===== src/include/spdif_in_pkg.sv =====
// Constants shared by the S/PDIF transmitter serial input stage.
// Assumes a single 100 MHz core clock and pin inputs synchronised in the stage.
package spdif_in_pkg;

  // ****************************************************************
  // Serial format and word width selects
  // ****************************************************************
  localparam logic [1:0] FMT_I2S = 2'h0;
  localparam logic [1:0] FMT_LJ  = 2'h1;
  localparam logic [1:0] FMT_RJ  = 2'h2;

  localparam logic [1:0] WID_16 = 2'h0;
  localparam logic [1:0] WID_18 = 2'h1;
  localparam logic [1:0] WID_20 = 2'h2;
  localparam logic [1:0] WID_24 = 2'h3;

  localparam int WORD_MAX = 24;

  // ****************************************************************
  // Frame sync to MSB delays in serial clocks
  // ****************************************************************
  localparam logic [5:0] DLY_I2S   = 6'h01;
  localparam logic [5:0] DLY_LJ    = 6'h00;
  localparam logic [5:0] DLY_RJ_16 = 6'h10;
  localparam logic [5:0] DLY_RJ_18 = 6'h0e;
  localparam logic [5:0] DLY_RJ_20 = 6'h0c;
  localparam logic [5:0] DLY_RJ_24 = 6'h08;
  localparam logic [5:0] CNT_SAT   = 6'h3f;

  // ****************************************************************
  // Pin sync vector layout and oversampling divider
  // ****************************************************************
  localparam int PIN_DATA = 0;
  localparam int PIN_FS   = 1;
  localparam int PIN_SCLK = 2;
  localparam int PIN_OSC  = 3;
  localparam int PIN_N    = 4;

  localparam logic [1:0] DIV_LAST_256 = 2'h1;
  localparam logic [1:0] DIV_LAST_384 = 2'h2;
  localparam logic [3:0] OSC_TIMEOUT  = 4'hf;

  typedef enum logic [1:0] {
    RDY_EMPTY = 2'b01,
    RDY_FULL  = 2'b10
  } ready_state_e;

endpackage


===== src/rtl/biphase_clk_div.sv =====
// Divider from the oversampling clock down to the internal biphase clock tick.
// Assumes osc_rise is a one-cycle pulse per synchronised oversampling edge.
`timescale 1ns/1ps
module biphase_clk_div (
  // Clock and reset
  input  wire logic ref_clk,
  input  wire logic rst_n,
  // Oversampling edge and ratio
  input  wire logic osc_rise,
  input  wire logic ratio_384,
  // Biphase tick and clock presence
  output logic      tick_q,
  output logic      present_q
);

  logic [1:0] div_q;
  logic [3:0] idle_q;
  logic [1:0] last;

  // Divide by 3 for 384 x FS, by 2 for 256 x FS: both give 128 x FS.
  assign last = ratio_384 ? spdif_in_pkg::DIV_LAST_384 : spdif_in_pkg::DIV_LAST_256;

  always_ff @(posedge ref_clk or negedge rst_n) begin
    if (!rst_n) begin
      div_q  <= 2'h0;
      tick_q <= 1'b0;
    end else begin
      tick_q <= 1'b0;
      if (osc_rise) begin
        if (div_q >= last) begin
          div_q  <= 2'h0;
          tick_q <= present_q;
        end else begin
          div_q <= div_q + 2'h1;
        end
      end
    end
  end

  // A missing oversampling clock stops the transmitter.
  always_ff @(posedge ref_clk or negedge rst_n) begin
    if (!rst_n) begin
      idle_q    <= 4'h0;
      present_q <= 1'b0;
    end else if (osc_rise) begin
      idle_q    <= 4'h0;
      present_q <= 1'b1;
    end else if (idle_q == spdif_in_pkg::OSC_TIMEOUT) begin
      present_q <= 1'b0;
    end else begin
      idle_q <= idle_q + 4'h1;
    end
  end
endmodule


===== src/rtl/spdif_serial_in.sv =====
// Serial audio input stage of an S/PDIF transmitter.
// Assumes serial clock, frame sync, data and oversampling clock arrive from pins.
`timescale 1ns/1ps
module spdif_serial_in (
  // Clock and reset
  input  wire logic        ref_clk,
  input  wire logic        rst_n,
  // Serial audio pins
  input  wire logic        serial_clk,
  input  wire logic        frame_sync,
  input  wire logic        serial_data,
  input  wire logic        oversample_clock_in,
  // Configuration
  input  wire logic [1:0]  fmt_sel,
  input  wire logic [1:0]  width_sel,
  input  wire logic        ratio_384,
  // Encoder side
  input  wire logic        frame_take,
  output logic      [23:0] left_word_q,
  output logic      [23:0] right_word_q,
  output logic             frame_ready_q,
  output logic             biphase_tick_q,
  output logic             osc_present_q
);

  // ****************************************************************
  // Decode helpers
  // ****************************************************************
  function automatic logic [5:0] width_of(input logic [1:0] w);
    case (w)
      spdif_in_pkg::WID_16: width_of = 6'h10;
      spdif_in_pkg::WID_18: width_of = 6'h12;
      spdif_in_pkg::WID_20: width_of = 6'h14;
      default:              width_of = 6'h18;
    endcase
  endfunction

  function automatic logic [5:0] delay_of(input logic [1:0] f, input logic [1:0] w);
    if (f == spdif_in_pkg::FMT_LJ) begin
      delay_of = spdif_in_pkg::DLY_LJ;
    end else if (f == spdif_in_pkg::FMT_RJ) begin
      case (w)
        spdif_in_pkg::WID_16: delay_of = spdif_in_pkg::DLY_RJ_16;
        spdif_in_pkg::WID_18: delay_of = spdif_in_pkg::DLY_RJ_18;
        spdif_in_pkg::WID_20: delay_of = spdif_in_pkg::DLY_RJ_20;
        default:              delay_of = spdif_in_pkg::DLY_RJ_24;
      endcase
    end else begin
      delay_of = spdif_in_pkg::DLY_I2S;
    end
  endfunction

  // Unused select code 3 falls back to the I2S default.
  function automatic logic left_of(input logic [1:0] f, input logic fs);
    left_of = (f == spdif_in_pkg::FMT_LJ || f == spdif_in_pkg::FMT_RJ) ? fs : !fs;
  endfunction

  // ****************************************************************
  // Pin synchronisers
  // ****************************************************************
  logic [spdif_in_pkg::PIN_N-1:0] sync1_q;
  logic [spdif_in_pkg::PIN_N-1:0] sync2_q;
  logic                           sclk_last_q;
  logic                           osc_last_q;
  logic                           sclk_rise;
  logic                           osc_rise;
  logic                           fs_s;
  logic                           data_s;

  always_ff @(posedge ref_clk or negedge rst_n) begin
    if (!rst_n) begin
      sync1_q     <= '0;
      sync2_q     <= '0;
      sclk_last_q <= 1'b0;
      osc_last_q  <= 1'b0;
    end else begin
      sync1_q     <= {oversample_clock_in, serial_clk, frame_sync, serial_data};
      sync2_q     <= sync1_q;
      sclk_last_q <= sync2_q[spdif_in_pkg::PIN_SCLK];
      osc_last_q  <= sync2_q[spdif_in_pkg::PIN_OSC];
    end
  end

  assign sclk_rise = sync2_q[spdif_in_pkg::PIN_SCLK] && !sclk_last_q;
  assign osc_rise  = sync2_q[spdif_in_pkg::PIN_OSC] && !osc_last_q;
  assign fs_s      = sync2_q[spdif_in_pkg::PIN_FS];
  assign data_s    = sync2_q[spdif_in_pkg::PIN_DATA];

  // ****************************************************************
  // Oversampling divider
  // ****************************************************************
  biphase_clk_div u_div (
    .ref_clk   (ref_clk),
    .rst_n     (rst_n),
    .osc_rise  (osc_rise),
    .ratio_384 (ratio_384),
    .tick_q    (biphase_tick_q),
    .present_q (osc_present_q)
  );

  // ****************************************************************
  // Bit position and word capture
  // ****************************************************************
  logic        fs_last_q;
  logic [5:0]  bit_cnt_q;
  logic        chan_left_q;
  logic [23:0] shift_q;
  logic        fs_changed;
  logic [5:0]  cnt_now;
  logic        left_now;
  logic [5:0]  dly;
  logic [5:0]  wid;
  logic        in_word;
  logic        last_bit;
  logic [23:0] shift_d;
  logic [23:0] aligned;
  logic        store;
  logic        store_right;

  assign dly        = delay_of(fmt_sel, width_sel);
  assign wid        = width_of(width_sel);
  assign fs_changed = fs_s != fs_last_q;
  assign cnt_now    = fs_changed ? 6'h00 : bit_cnt_q;
  assign left_now   = fs_changed ? left_of(fmt_sel, fs_s) : chan_left_q;
  assign in_word    = (cnt_now >= dly) && (cnt_now < dly + wid);
  assign last_bit   = cnt_now == dly + wid - 6'h01;
  assign shift_d    = {shift_q[22:0], data_s};
  // Words leave MSB-aligned in 24 bits with zero padding below narrower widths.
  assign aligned    = shift_d << (6'(spdif_in_pkg::WORD_MAX) - wid);
  assign store      = sclk_rise && in_word && last_bit && osc_present_q;
  assign store_right = store && !left_now;

  always_ff @(posedge ref_clk or negedge rst_n) begin
    if (!rst_n) begin
      fs_last_q   <= 1'b0;
      bit_cnt_q   <= spdif_in_pkg::CNT_SAT;
      chan_left_q <= 1'b0;
    end else if (sclk_rise) begin
      fs_last_q   <= fs_s;
      chan_left_q <= left_now;
      bit_cnt_q   <= (cnt_now == spdif_in_pkg::CNT_SAT) ? cnt_now : cnt_now + 6'h01;
    end
  end

  always_ff @(posedge ref_clk or negedge rst_n) begin
    if (!rst_n) begin
      shift_q <= 24'h000000;
    end else if (sclk_rise && in_word) begin
      shift_q <= shift_d;
    end
  end

  always_ff @(posedge ref_clk or negedge rst_n) begin
    if (!rst_n) begin
      left_word_q  <= 24'h000000;
      right_word_q <= 24'h000000;
    end else if (store) begin
      if (left_now) begin
        left_word_q <= aligned;
      end else begin
        right_word_q <= aligned;
      end
    end
  end

  // ****************************************************************
  // Frame hand-off to the encoder
  // ****************************************************************
  spdif_in_pkg::ready_state_e rdy_q;

  // The ready flag is kept as its own register so that the output leaves a flip-flop.
  always_ff @(posedge ref_clk or negedge rst_n) begin
    if (!rst_n) begin
      rdy_q         <= spdif_in_pkg::RDY_EMPTY;
      frame_ready_q <= 1'b0;
    end else begin
      case (rdy_q)
        spdif_in_pkg::RDY_EMPTY: begin
          if (store_right) begin
            rdy_q         <= spdif_in_pkg::RDY_FULL;
            frame_ready_q <= 1'b1;
          end
        end
        spdif_in_pkg::RDY_FULL: begin
          if (frame_take && !store_right) begin
            rdy_q         <= spdif_in_pkg::RDY_EMPTY;
            frame_ready_q <= 1'b0;
          end
        end
        default: begin
          rdy_q         <= spdif_in_pkg::RDY_EMPTY;
          frame_ready_q <= 1'b0;
        end
      endcase
    end
  end
endmodule


===== config.mk =====
export PLATFORM = sky130hd
export DESIGN_NAME = spdif_serial_in
export DESIGN_NICKNAME = d
export VERILOG_FILES = /design/src/include/spdif_in_pkg.sv /design/src/rtl/biphase_clk_div.sv /design/src/rtl/spdif_serial_in.sv
export SDC_FILE = /design/constraint.sdc
export NUM_CORES = 1
export LEC_CHECK = 0
export BUFFER_PORTS_ARGS = -buffer_cell sky130_fd_sc_hd__buf_2
export CORE_ASPECT_RATIO = 0.7
export CORE_MARGIN = 2
export CORE_UTILIZATION = 53
export CTS_CLUSTER_DIAMETER = 150
export DETAILED_ROUTE_END_ITERATION = 7
export PLACE_DENSITY_LB_ADDON = 0.15
export SLEW_MARGIN = 10
export SYNTH_ARGS = -nofsm -noshare
export SYNTH_HDL_FRONTEND = slang
export SYNTH_SLANG_ARGS = --single-unit

===== constraint.sdc =====
create_clock -name ref_clk -period 3 [get_ports ref_clk]
set_input_delay 0.3 -clock ref_clk [delete_from_list [all_inputs] [get_ports ref_clk]]
set_output_delay 0.3 -clock ref_clk [all_outputs]
set_load 0.01 [all_outputs]

==> results of run 1 <==
==> synthesized netlist by cell type, drive strengths merged, types with 6 or more instances <==
library cell,number,area (µm²)
nand2b,9,56.3
buf,13,106
mux2i,23,230
nor2b,9,56.3
nand2,18,70.1
o211ai,6,45.0
nand3,8,52.6
ha,24,300
nor2,29,109
xnor2,10,95.1
a21oi,17,85.1
dfstp,7,184
o21ai,15,75.1
nor3,9,45.0
and2,9,58.8
inv,19,71.3
mux2,76,998
clkbuf,11,41.3
dfrtp,92,2300
==> path summary, 6_finish.rpt <==
kind                              from              end  slack [ps]  cells after the start
setup / recovery            fmt_sel[0]  left_word_q[18]        -0.6                     18
hold / removal                   rst_n  u_div.idle_q[2]          30                      1
setup reg to reg            sync2_q[1]  left_word_q[18]         130                     12
hold reg to reg             sync1_q[0]       sync2_q[0]         350                      0
max in group asynchronous        rst_n     bit_cnt_q[3]        2210                      2
min in group ref_clk       serial_data       sync1_q[0]          60                      1
==> power breakdown <==
part / internal [mW] / switching [mW]
sequential: 1.51 / 0.159
combinational: 0.486 / 0.560
clock: 0.672 / 0.491
total: 2.67 / 1.21
==> logic make-up (layout without fill, tap and decap cells) <==
family / Yosys count / after routing / share of synthesized area, %
muxes: 103 / 103 / 24.3
and+or+nand+nor: 100 / 100 / 9.90
DFF: 99 / 99 / 45.7
AOI/OAI and AO/OA: 67 / 67 / 7.80
buffers and inverters: 43 / 139 / 4.03
adders and majority gates: 25 / 25 / 5.89
xor gates and xnor gates: 14 / 14 / 2.39
==> worst max-delay path: stages <==
cell	delay, ps
buf_8	100
inv_4	50
ha_4	130
inv_4	40
nor2_4	150
nand2_4	80
inv_4	60
ha_4	130
fa_2	470
nor3_4	190
nand2_1	90
nor3_2	190
xnor2_2	120
nor4_4	260
buf_4	180
nand3b_4	170
clkbuf_16	210
mux2_4	290
==> through the flow <==
| step | instances | TNS [ps] | area (µm²) |
|---|---|---|---|
| global placement | 651 | -17830 | 6150 |
| floorplan | 451 | -15600 | 5550 |
| detailed placement | 651 | -22140 | 6150 |
| finish | 675 | -0.635 | 6740 |
| CTS | 667 | 0 | 6450 |
| global route | 675 | -2090 | 6740 |
==> cell type report <==
class | count | area, µm² | area share [%]
Multi-Input combinational cell | 309 | 2930 | 43.4
Clock inverter | 5 | 62.6 | 0.928
Timing Repair Buffer | 104 | 763 | 11.3
Tap cell | 128 | 160 | 2.38
Sequential cell | 99 | 2490 | 36.9
Inverter | 19 | 100 | 1.48
Clock buffer | 11 | 243 | 3.60
==> state kept, by name, summed over array words and instances (netlist names) <==
name / count
u_div.idle_q: 4
u_div.tick_q: 1
sync1_q: 4
osc_last_q: 1
rdy_q: 1
right_word_q: 24
fs_last_q: 1
u_div.present_q: 1
frame_ready_q: 1
bit_cnt_q: 6
chan_left_q: 1
sclk_last_q: 1
left_word_q: 24
u_div.div_q: 2
shift_q: 23
sync2_q: 4
==> metal layers <==
layer	up-vias	wire length [µm]	GRT usage, %
met5	-	0	0
met4	0	157	5.56
met1	1894	6140	33.1
li1	1791	-	-
met3	18	577	5.08
met2	102	5120	30.8
==> repair_timing <==
item                                    in CTS  in global routing
pin swaps                                    2                 15
gates resized for setup                      0                 46
endpoints found under the setup margin       4                 60
gates cloned                                 0                  3
endpoints found under the hold margin        0                  0
setup buffers                                0                  5
==> reports/qor.yml, run 1 <==
clock_tree:
  tritoncts: "yes"
  h-tree-depth: 3
  clk_path_buf_depth: 2
  cts_buffers: 9
  ctsHoldBuffers: 0
  path_clk_slew_ps: 70
  clock_sinks: 99
  insertion_delay_ps: 340
  root_buffer: "clkbuf_16"
cells_and_area:
  mostFrequentLayoutCells: "dfrtp_1 (92), buf_2 (58), mux2_4 (38), mux2_2 (38), buf_4 (32)"
  area_delta_synth_final_pct: 24.0
  fin_util_pct: 68.5
  drive_above_1_share_pct: 45.2
  antenna_cells: 0
  fin_nets: 579
  layout_commonest_cell: "dfrtp_1"
  nFillCells: 727
placed_design:
  gp_congestion: 0.977
  dp_hpwl_mm: 8.62
  portBuffers: 62
  place_ws_ps: -366
synthesis:
  ys_seq_area_share_pct: 45.7
  synth-edff-count: 0
  synth_nets: 488
  yosys_warnings: 0
  synth_cell_types: 51
  syn-cell-area_mm2: 0.00544
  synthArstFlopShare_pct: 100
  avgSynthCellArea_um2: 12.1
  syn_inst: 451
  synth-main-ff-cell: "dfrtp_1"
  ys_ff_latch: 99
power:
  powerDensity_mw_per_mm2: 576
  power.leakage_nw: 3.44
  peakVddDrop_mv: 0.378
  total_power_mw: 3.88
timing:
  setup_slack_ps: -0.635
  period_share_pct: 100
  grt_setup_unrepaired: "true"
  finalSetupViolCount: 1
  slew_headroom_pct: 47.6
  hold_viol: 0
  hold_slack_ps: 26.2
  slew_violations: 0
  finalClockSkew_ps: 6.64
  max_freq_ghz: 0.333
  min_period_ps: 3000
  tightest_slew_ps: 786
job:
  max_cap_violations: 0
worst_hold_path:
  min_path_type: "in -> async"
outcome:
  status: "finished, violations left"
  violations: "negative setup slack"
die:
  rows: 30
  dieArea_mm2: 0.0111
  chipWidth_um: 125
  initial_core_util_pct: 55.3
  io_pins: 63
  die_h_um: 88.7
  core-area_mm2: 0.00983
route:
  drt-initial-drc-count: 256
  routed_wl_mm: 12.0
  ant_nets: 0
  via_count: 3805
  route.detailed.vias_per_inst: 5.64
  drc: 0
  drt_pre_antenna_iters: 4
  wl_per_cell_um: 17.8
worst_setup_path:
  crit_fanout: 5
  cp.arrival_ps: 3230
  cp_data_required_time_ps: 3230
  endpoint_kind: "register"
  startpoint_type: "primary input"
  critPathKind: "in -> reg"
global_routing:
  grt_pass1_wl_mm: 18.6
  grt-ovfl-total: 0
  grt_pass1_vias: 3541
  grt_max_degree: 63
  grtUsageTotal_pct: 21.6
  antenna_found_initial: 0
No activity file was read; power rests on OpenSTA's default activity.
==> run 2, diff against run 1 <==
Settings changed: BUFFER_PORTS_ARGS -buffer_cell sky130_fd_sc_hd__buf_2 to default, CORE_UTILIZATION 53 to 30, DONT_BUFFER_PORTS from default to 1.
==> reports/qor.yml, run 2 (synthesis results as in run 1) <==
route:
  wl_per_cell_um: 17.1  # -3.6%
  drt_pre_antenna_iters: 4  # unchanged
  via_count: 3489  # -8.3%
  route.detailed.vias_per_inst: 4.81  # -15%
  ant_nets: 0  # unchanged
  routed_wl_mm: 12.4  # +3.7%
  drt-initial-drc-count: 187  # -27%
  drc: 0  # unchanged
timing:
  min_period_ps: 2920  # -78.4 ps
  slew_headroom_pct: 56.7  # +9.2 points
  period_share_pct: 97.4  # -2.6 points
  finalSetupViolCount: 0  # -1
  hold_viol: 0  # unchanged
  max_freq_ghz: 0.342  # +2.7%
  finalClockSkew_ps: 16.3  # +9.70 ps
  slew_violations: 0  # unchanged
  grt_setup_unrepaired: "true"
  tightest_slew_ps: 648  # -139 ps
clock_tree:
  h-tree-depth: 3  # unchanged
  cts_buffers: 9  # unchanged
  tritoncts: "yes"
  clock_sinks: 99  # unchanged
  insertion_delay_ps: 350  # about the same
  path_clk_slew_ps: 70  # about the same
  clk_path_buf_depth: 2  # unchanged
  root_buffer: "clkbuf_16"
cells_and_area:
  layout_commonest_cell: "dfrtp_1"
  mostFrequentLayoutCells: "dfrtp_1 (92), mux2_4 (38), mux2_2 (38)"
  drive_above_1_share_pct: 36.3  # -8.8 points
  antenna_cells: 0  # unchanged
  reg_top3: "left_word_q x24, right_word_q x24, shift_q x23"
  fin_nets: 522  # -9.8%
  area_delta_synth_final_pct: 20.6
  fin_area_mm2: 0.00656  # -2.7%
  regArea_mm2: 0.00249  # unchanged
  nFillCells: 1726  # +140%
  multi_input_area_mm2: 0.00289  # -1.4%
  fin_util_pct: 36.6  # -32 points
worst_setup_path:
  crit_start: "width_sel[0]"
  cp_data_required_time_ps: 3230  # about the same
  path_cells: "clkinvlp_4, buf_6, ha_4, nand2_4, inv_4, fa_2, nor3_4, xnor2_1, xnor2_1, nand4b_1, nor4_4, buf_4, nand3_4, clkbuf_16, mux2_4"
  startpoint_type: "primary input"
  critPathKind: "in -> reg"
  crit_slowest_cell: "fa_2"
  slowest_delay_ps: 480  # about the same
  endpoint_kind: "register"
  r2r_start: "fs_last_q"
  cpMostUsedCell: "xnor2_1"
  cp.arrival_ps: 3160  # -70 ps
  crit_fanout: 6  # +1
power:
  peakVddDrop_mv: 0.228  # -40%
  switching_share_pct: 32.4  # +1.2 points
  internal-power_mw: 2.57  # -3.8%
  p_clk_share_pct: 30.3  # +0.3 points
  switchingPower_mw: 1.23  # +1.8%
  seq_power_share_pct: 44.2  # +1.1 points
  share_comb_of_total_power_pct: 25.5  # -1.5 points
  power.leakage_nw: 3.11  # -9.6%
  powerDensity_mw_per_mm2: 580  # +0.70%
global_routing:
  grt_pass1_wl_mm: 19.1  # +2.3%
  antenna_found_initial: 0  # unchanged
  grt-ovfl-total: 0  # unchanged
  grt_max_degree: 100  # +59%
  grtUsageTotal_pct: 13.0  # -8.6 points
  grt_pass1_vias: 3345  # -5.5%
placed_design:
  portBuffers: 0  # -100%
  gp_congestion: 0.830  # -15%
  dp_hpwl_mm: 8.92  # +3.4%
  placed_cell_area_mm2: 0.00591  # -3.9%
die:
  rows: 41  # +37%
  dieArea_mm2: 0.0192  # +73%
  core-area_mm2: 0.0179  # +82%
  die_h_um: 117  # +31%
  initial_core_util_pct: 30.4  # -25 points
  io_pins: 63  # unchanged
  chipWidth_um: 165  # +32%
outcome:
  status: "complete, no violations"
worst_hold_path:
  min_path_type: "in -> reg"
  hold_start: "frame_take"
job:
  max_cap_violations: 0  # unchanged
-- run 2: cell types whose count changed in the layout (fill, tap and decap cells not counted), sizes merged --
cell | previous run | this run
dlygate4sd3 | 0 | 5
buf | 102 | 39
clkinv | 2 | 4
clkinvlp | 3 | 2
inv | 18 | 19
bufinv | 1 | 0
-- run 2: power groups by stage --
stage | clock network [mW] | registers, mW | logic (mW)
final | 1.15 | 1.68 | 0.970
after global placement | 0 | 1.70 | 0.884
after floorplan | 0 | 1.65 | 0.699
after CTS | 1.20 | 1.68 | 0.935
after detailed placement | 0 | 1.71 | 0.894
after global routing | 1.25 | 1.71 | 1.08
-- run 2: timing repair --
action	CTS	global route
setup buffers	0	8
hold endpoints to repair	103	0
hold buffers	6	0
resized for setup	0	33
endpoints found under the setup margin	0	59
-- run 2: worst max-delay path, delay by kind of cell --
family / cells / cell delay (ps)
xor+xnor: 2 / 280
fa+ha+maj: 2 / 750
buf+inv: 5 / 640
mux: 1 / 290
simple gates: 5 / 880
-- run 2: path summary, 6_finish.rpt --
kind | to | slack, ps | depth (start not counted)
worst max-delay path | right_word_q[9] | 80 | 15
worst min-delay path | rdy_q[0] | 190 | 3
worst max register to register | right_word_q[9] | 180 | 13
worst min register to register | sync2_q[3] | 350 | 0
max in group asynchronous | shift_q[12] | 2020 | 2
min in group asynchronous | sync2_q[2] | 490 | 2
-- run 2: final cells by class --
class | count | area share [%]
clock buffer | 10 | 3.64
clock inverter | 6 | 0.897
inverter | 19 | 1.64
multi-input combinational | 309 | 44.0
sequential | 99 | 37.9
tap | 236 | 4.50
timing repair buffer | 47 | 7.42
-- run 2: stage by stage --
step | hold WS (ps) | power, mW | setup WS, ps | cells | TNS (ps)
final | 187 | 3.80 | 77.8 | 726 | 0
after global routing | 188 | 4.04 | -54.1 | 726 | -894
after CTS | 179 | 3.81 | 26.5 | 714 | 0
after detailed placement | 8.03 | 2.60 | -300 | 692 | -16000
after global placement | 7.61 | 2.59 | -240 | 692 | -12470
after floorplan | 4.41 | 2.34 | -315 | 451 | -15600
-- run 2: metal layers --
metal	track usage, %	share of wire, %	vias up
li1	-	-	1680
met1	19.3	51	1722
met2	18.5	42	74
met3	3.59	5.8	13
met4	3.71	1.2	0
met5	0	0	-
==> run 3, diff against run 2 <==
Clock period 3 ns to 3.75 ns, I/O delays scaled along.
==> reports/qor.yml, run 3 (synthesis results as in run 1) <==
power:
  powerDensity_mw_per_mm2: 502  # -13%
  peakVddDrop_mv: 0.294  # +29%
  total_power_mw: 3.03  # -20%
  power.leakage_nw: 2.90  # -6.7%
cells_and_area:
  layout_commonest_cell: "dfrtp_1"
  fin_nets: 485  # -7.1%
  area_delta_synth_final_pct: 10.9
  nFillCells: 1756  # +1.7%
  fin_util_pct: 33.7  # -3.0 points
  reg_top3: "left_word_q x24, right_word_q x24, shift_q x23"
  antenna_cells: 0  # unchanged
  drive_above_1_share_pct: 26.5  # -9.8 points
  mostFrequentLayoutCells: "dfrtp_1 (92), mux2_4 (38), mux2_2 (38)"
route:
  via_count: 3361  # -3.7%
  routed_wl_mm: 11.6  # -6.6%
  drc: 0  # unchanged
  drt-initial-drc-count: 209  # +12%
  route.detailed.vias_per_inst: 4.88  # +1.5%
  wl_per_cell_um: 16.9  # -1.6%
  ant_nets: 0  # unchanged
  drt_pre_antenna_iters: 4  # unchanged
placed_design:
  portBuffers: 0  # unchanged
  dp_hpwl_mm: 8.58  # -3.7%
  place_ws_ps: 167  # +467 ps
  gp_congestion: 0.816  # -1.8%
global_routing:
  grt_pass1_vias: 3250  # -2.8%
  antenna_found_initial: 0  # unchanged
  grtUsageTotal_pct: 12.8  # -0.20 points
  grt_pass1_wl_mm: 18.6  # -2.2%
  grt_max_degree: 100  # unchanged
  grt-ovfl-total: 0  # unchanged
worst_setup_path:
  r2r-end: "shift_q[1]"
  endpoint_kind: "register"
  cp_data_required_time_ps: 3980  # +750 ps
  r2r_cells: 9  # -4
  crit_fanout: 11  # +5
  cpMostUsedCell: "nand2b_1"
  crit_slowest_cell: "nand2b_1"
  startpoint_type: "register"
  critPathKind: "reg -> reg"
  path_cells: "xnor2_1, nand2_1, ha_1, nand2b_1, a211oi_1, o21ai_0, o211ai_1, nand2b_1, mux2_2"
  slowest_delay_ps: 530  # +50 ps
  cp.arrival_ps: 3500  # +340 ps
  r2r_start: "sync2_q[1]"
  rrSetupSlack_ps: 480  # +300 ps
outcome:
  status: "complete, no violations"
clock_tree:
  cts_resized: 0  # unchanged
  ctsHoldBuffers: 2  # -4
  clk_path_buf_depth: 2  # unchanged
  cts_buffers: 9  # unchanged
  clock_sinks: 99  # unchanged
  tritoncts: "yes"
  insertion_delay_ps: 350  # about the same
  postCtsSetupBuffers: 0  # unchanged
  root_buffer: "clkbuf_16"
  path_clk_slew_ps: 70  # about the same
  h-tree-depth: 3  # unchanged
die:
  io_pins: 63  # unchanged
  rows: 41  # unchanged
  core-area_mm2: 0.0179  # unchanged
  die_h_um: 117  # unchanged
  chipWidth_um: 165  # unchanged
  initial_core_util_pct: 30.4  # unchanged
  dieArea_mm2: 0.0192  # unchanged
timing:
  setup_tns_ps: 0  # unchanged
  grt_setup_unrepaired: "false"
  slew_headroom_pct: 32.5  # -24 points
  min_period_ps: 3270
  hold_viol: 0  # unchanged
  finalSetupViolCount: 0  # unchanged
  tightest_slew_ps: 1010  # +364 ps
  setup_slack_ps: 480  # +402 ps
  period_share_pct: 87.2
  finalClockSkew_ps: 11.7  # -4.61 ps
  slew_violations: 0  # unchanged
  max_freq_ghz: 0.306
worst_hold_path:
  min_path_type: "in -> reg"
  min_to: "sync1_q[2]"
  min_path_cells: 0  # -3
  hold_start: "serial_clk"
job:
  max_cap_violations: 0  # unchanged
[run 3: power breakdown]
group          switching, mW  internal (mW)
Combinational          0.384          0.311
Sequential             0.141           1.21
Clock                  0.431          0.550
Total                  0.956           2.07
[run 3: critical path, delay by kind of cell, from the launching register on]
family / cells / cell delay (ps)
compound gates: 3 / 600
xor+xnor: 1 / 450
fa+ha+maj: 1 / 350
flops: 1 / 500
mux: 1 / 400
simple gates: 3 / 850
[run 3: worst max-delay path by stage]
stage	from	endpoint	slack [ps]	cells past startpoint
4_1_cts	sync2_q[1]	shift_q[1]	400	9
3_5_place_dp	fmt_sel[0]	right_word_q[15]	170	16
6_report	sync2_q[1]	shift_q[1]	480	9
2_1_floorplan	width_sel[1]	right_word_q[10]	30	18
3_3_place_gp	fmt_sel[0]	right_word_q[6]	270	16
5_1_grt	sync2_q[1]	shift_q[9]	220	9
[run 3: cell type report]
class / count / area [µm²] / share of cell area, %
clock inverter: 6 / 82.6 / 1.37
inverter: 19 / 71.3 / 1.18
timing repair buffer: 10 / 123 / 2.03
tap: 236 / 295 / 4.90
sequential: 99 / 2490 / 41.2
clock buffer: 10 / 239 / 3.96
multi-input combinational: 309 / 2730 / 45.3
[run 3: stage by stage]
stage | area [µm²] | hold slack (ps) | instances
2_1_floorplan | 5440 | 79.4 | 451
5_1_grt | 6030 | 18.0 | 689
4_1_cts | 6030 | 25.9 | 689
3_3_place_gp | 5670 | 83.9 | 671
6_report | 6030 | 49.2 | 689
3_5_place_dp | 5670 | 83.7 | 671
[run 3: per-layer routing]
metal  wire length (µm)  track usage, %  part of all wire [%]  up-vias
li1                   -               -                     -     1589
met5                  0               0                     0        -
met4                144            3.94                   1.2        0
met3                763            4.44                   6.6        9
met2               4610            17.3                    40       77
met1               6100            19.0                    53     1686
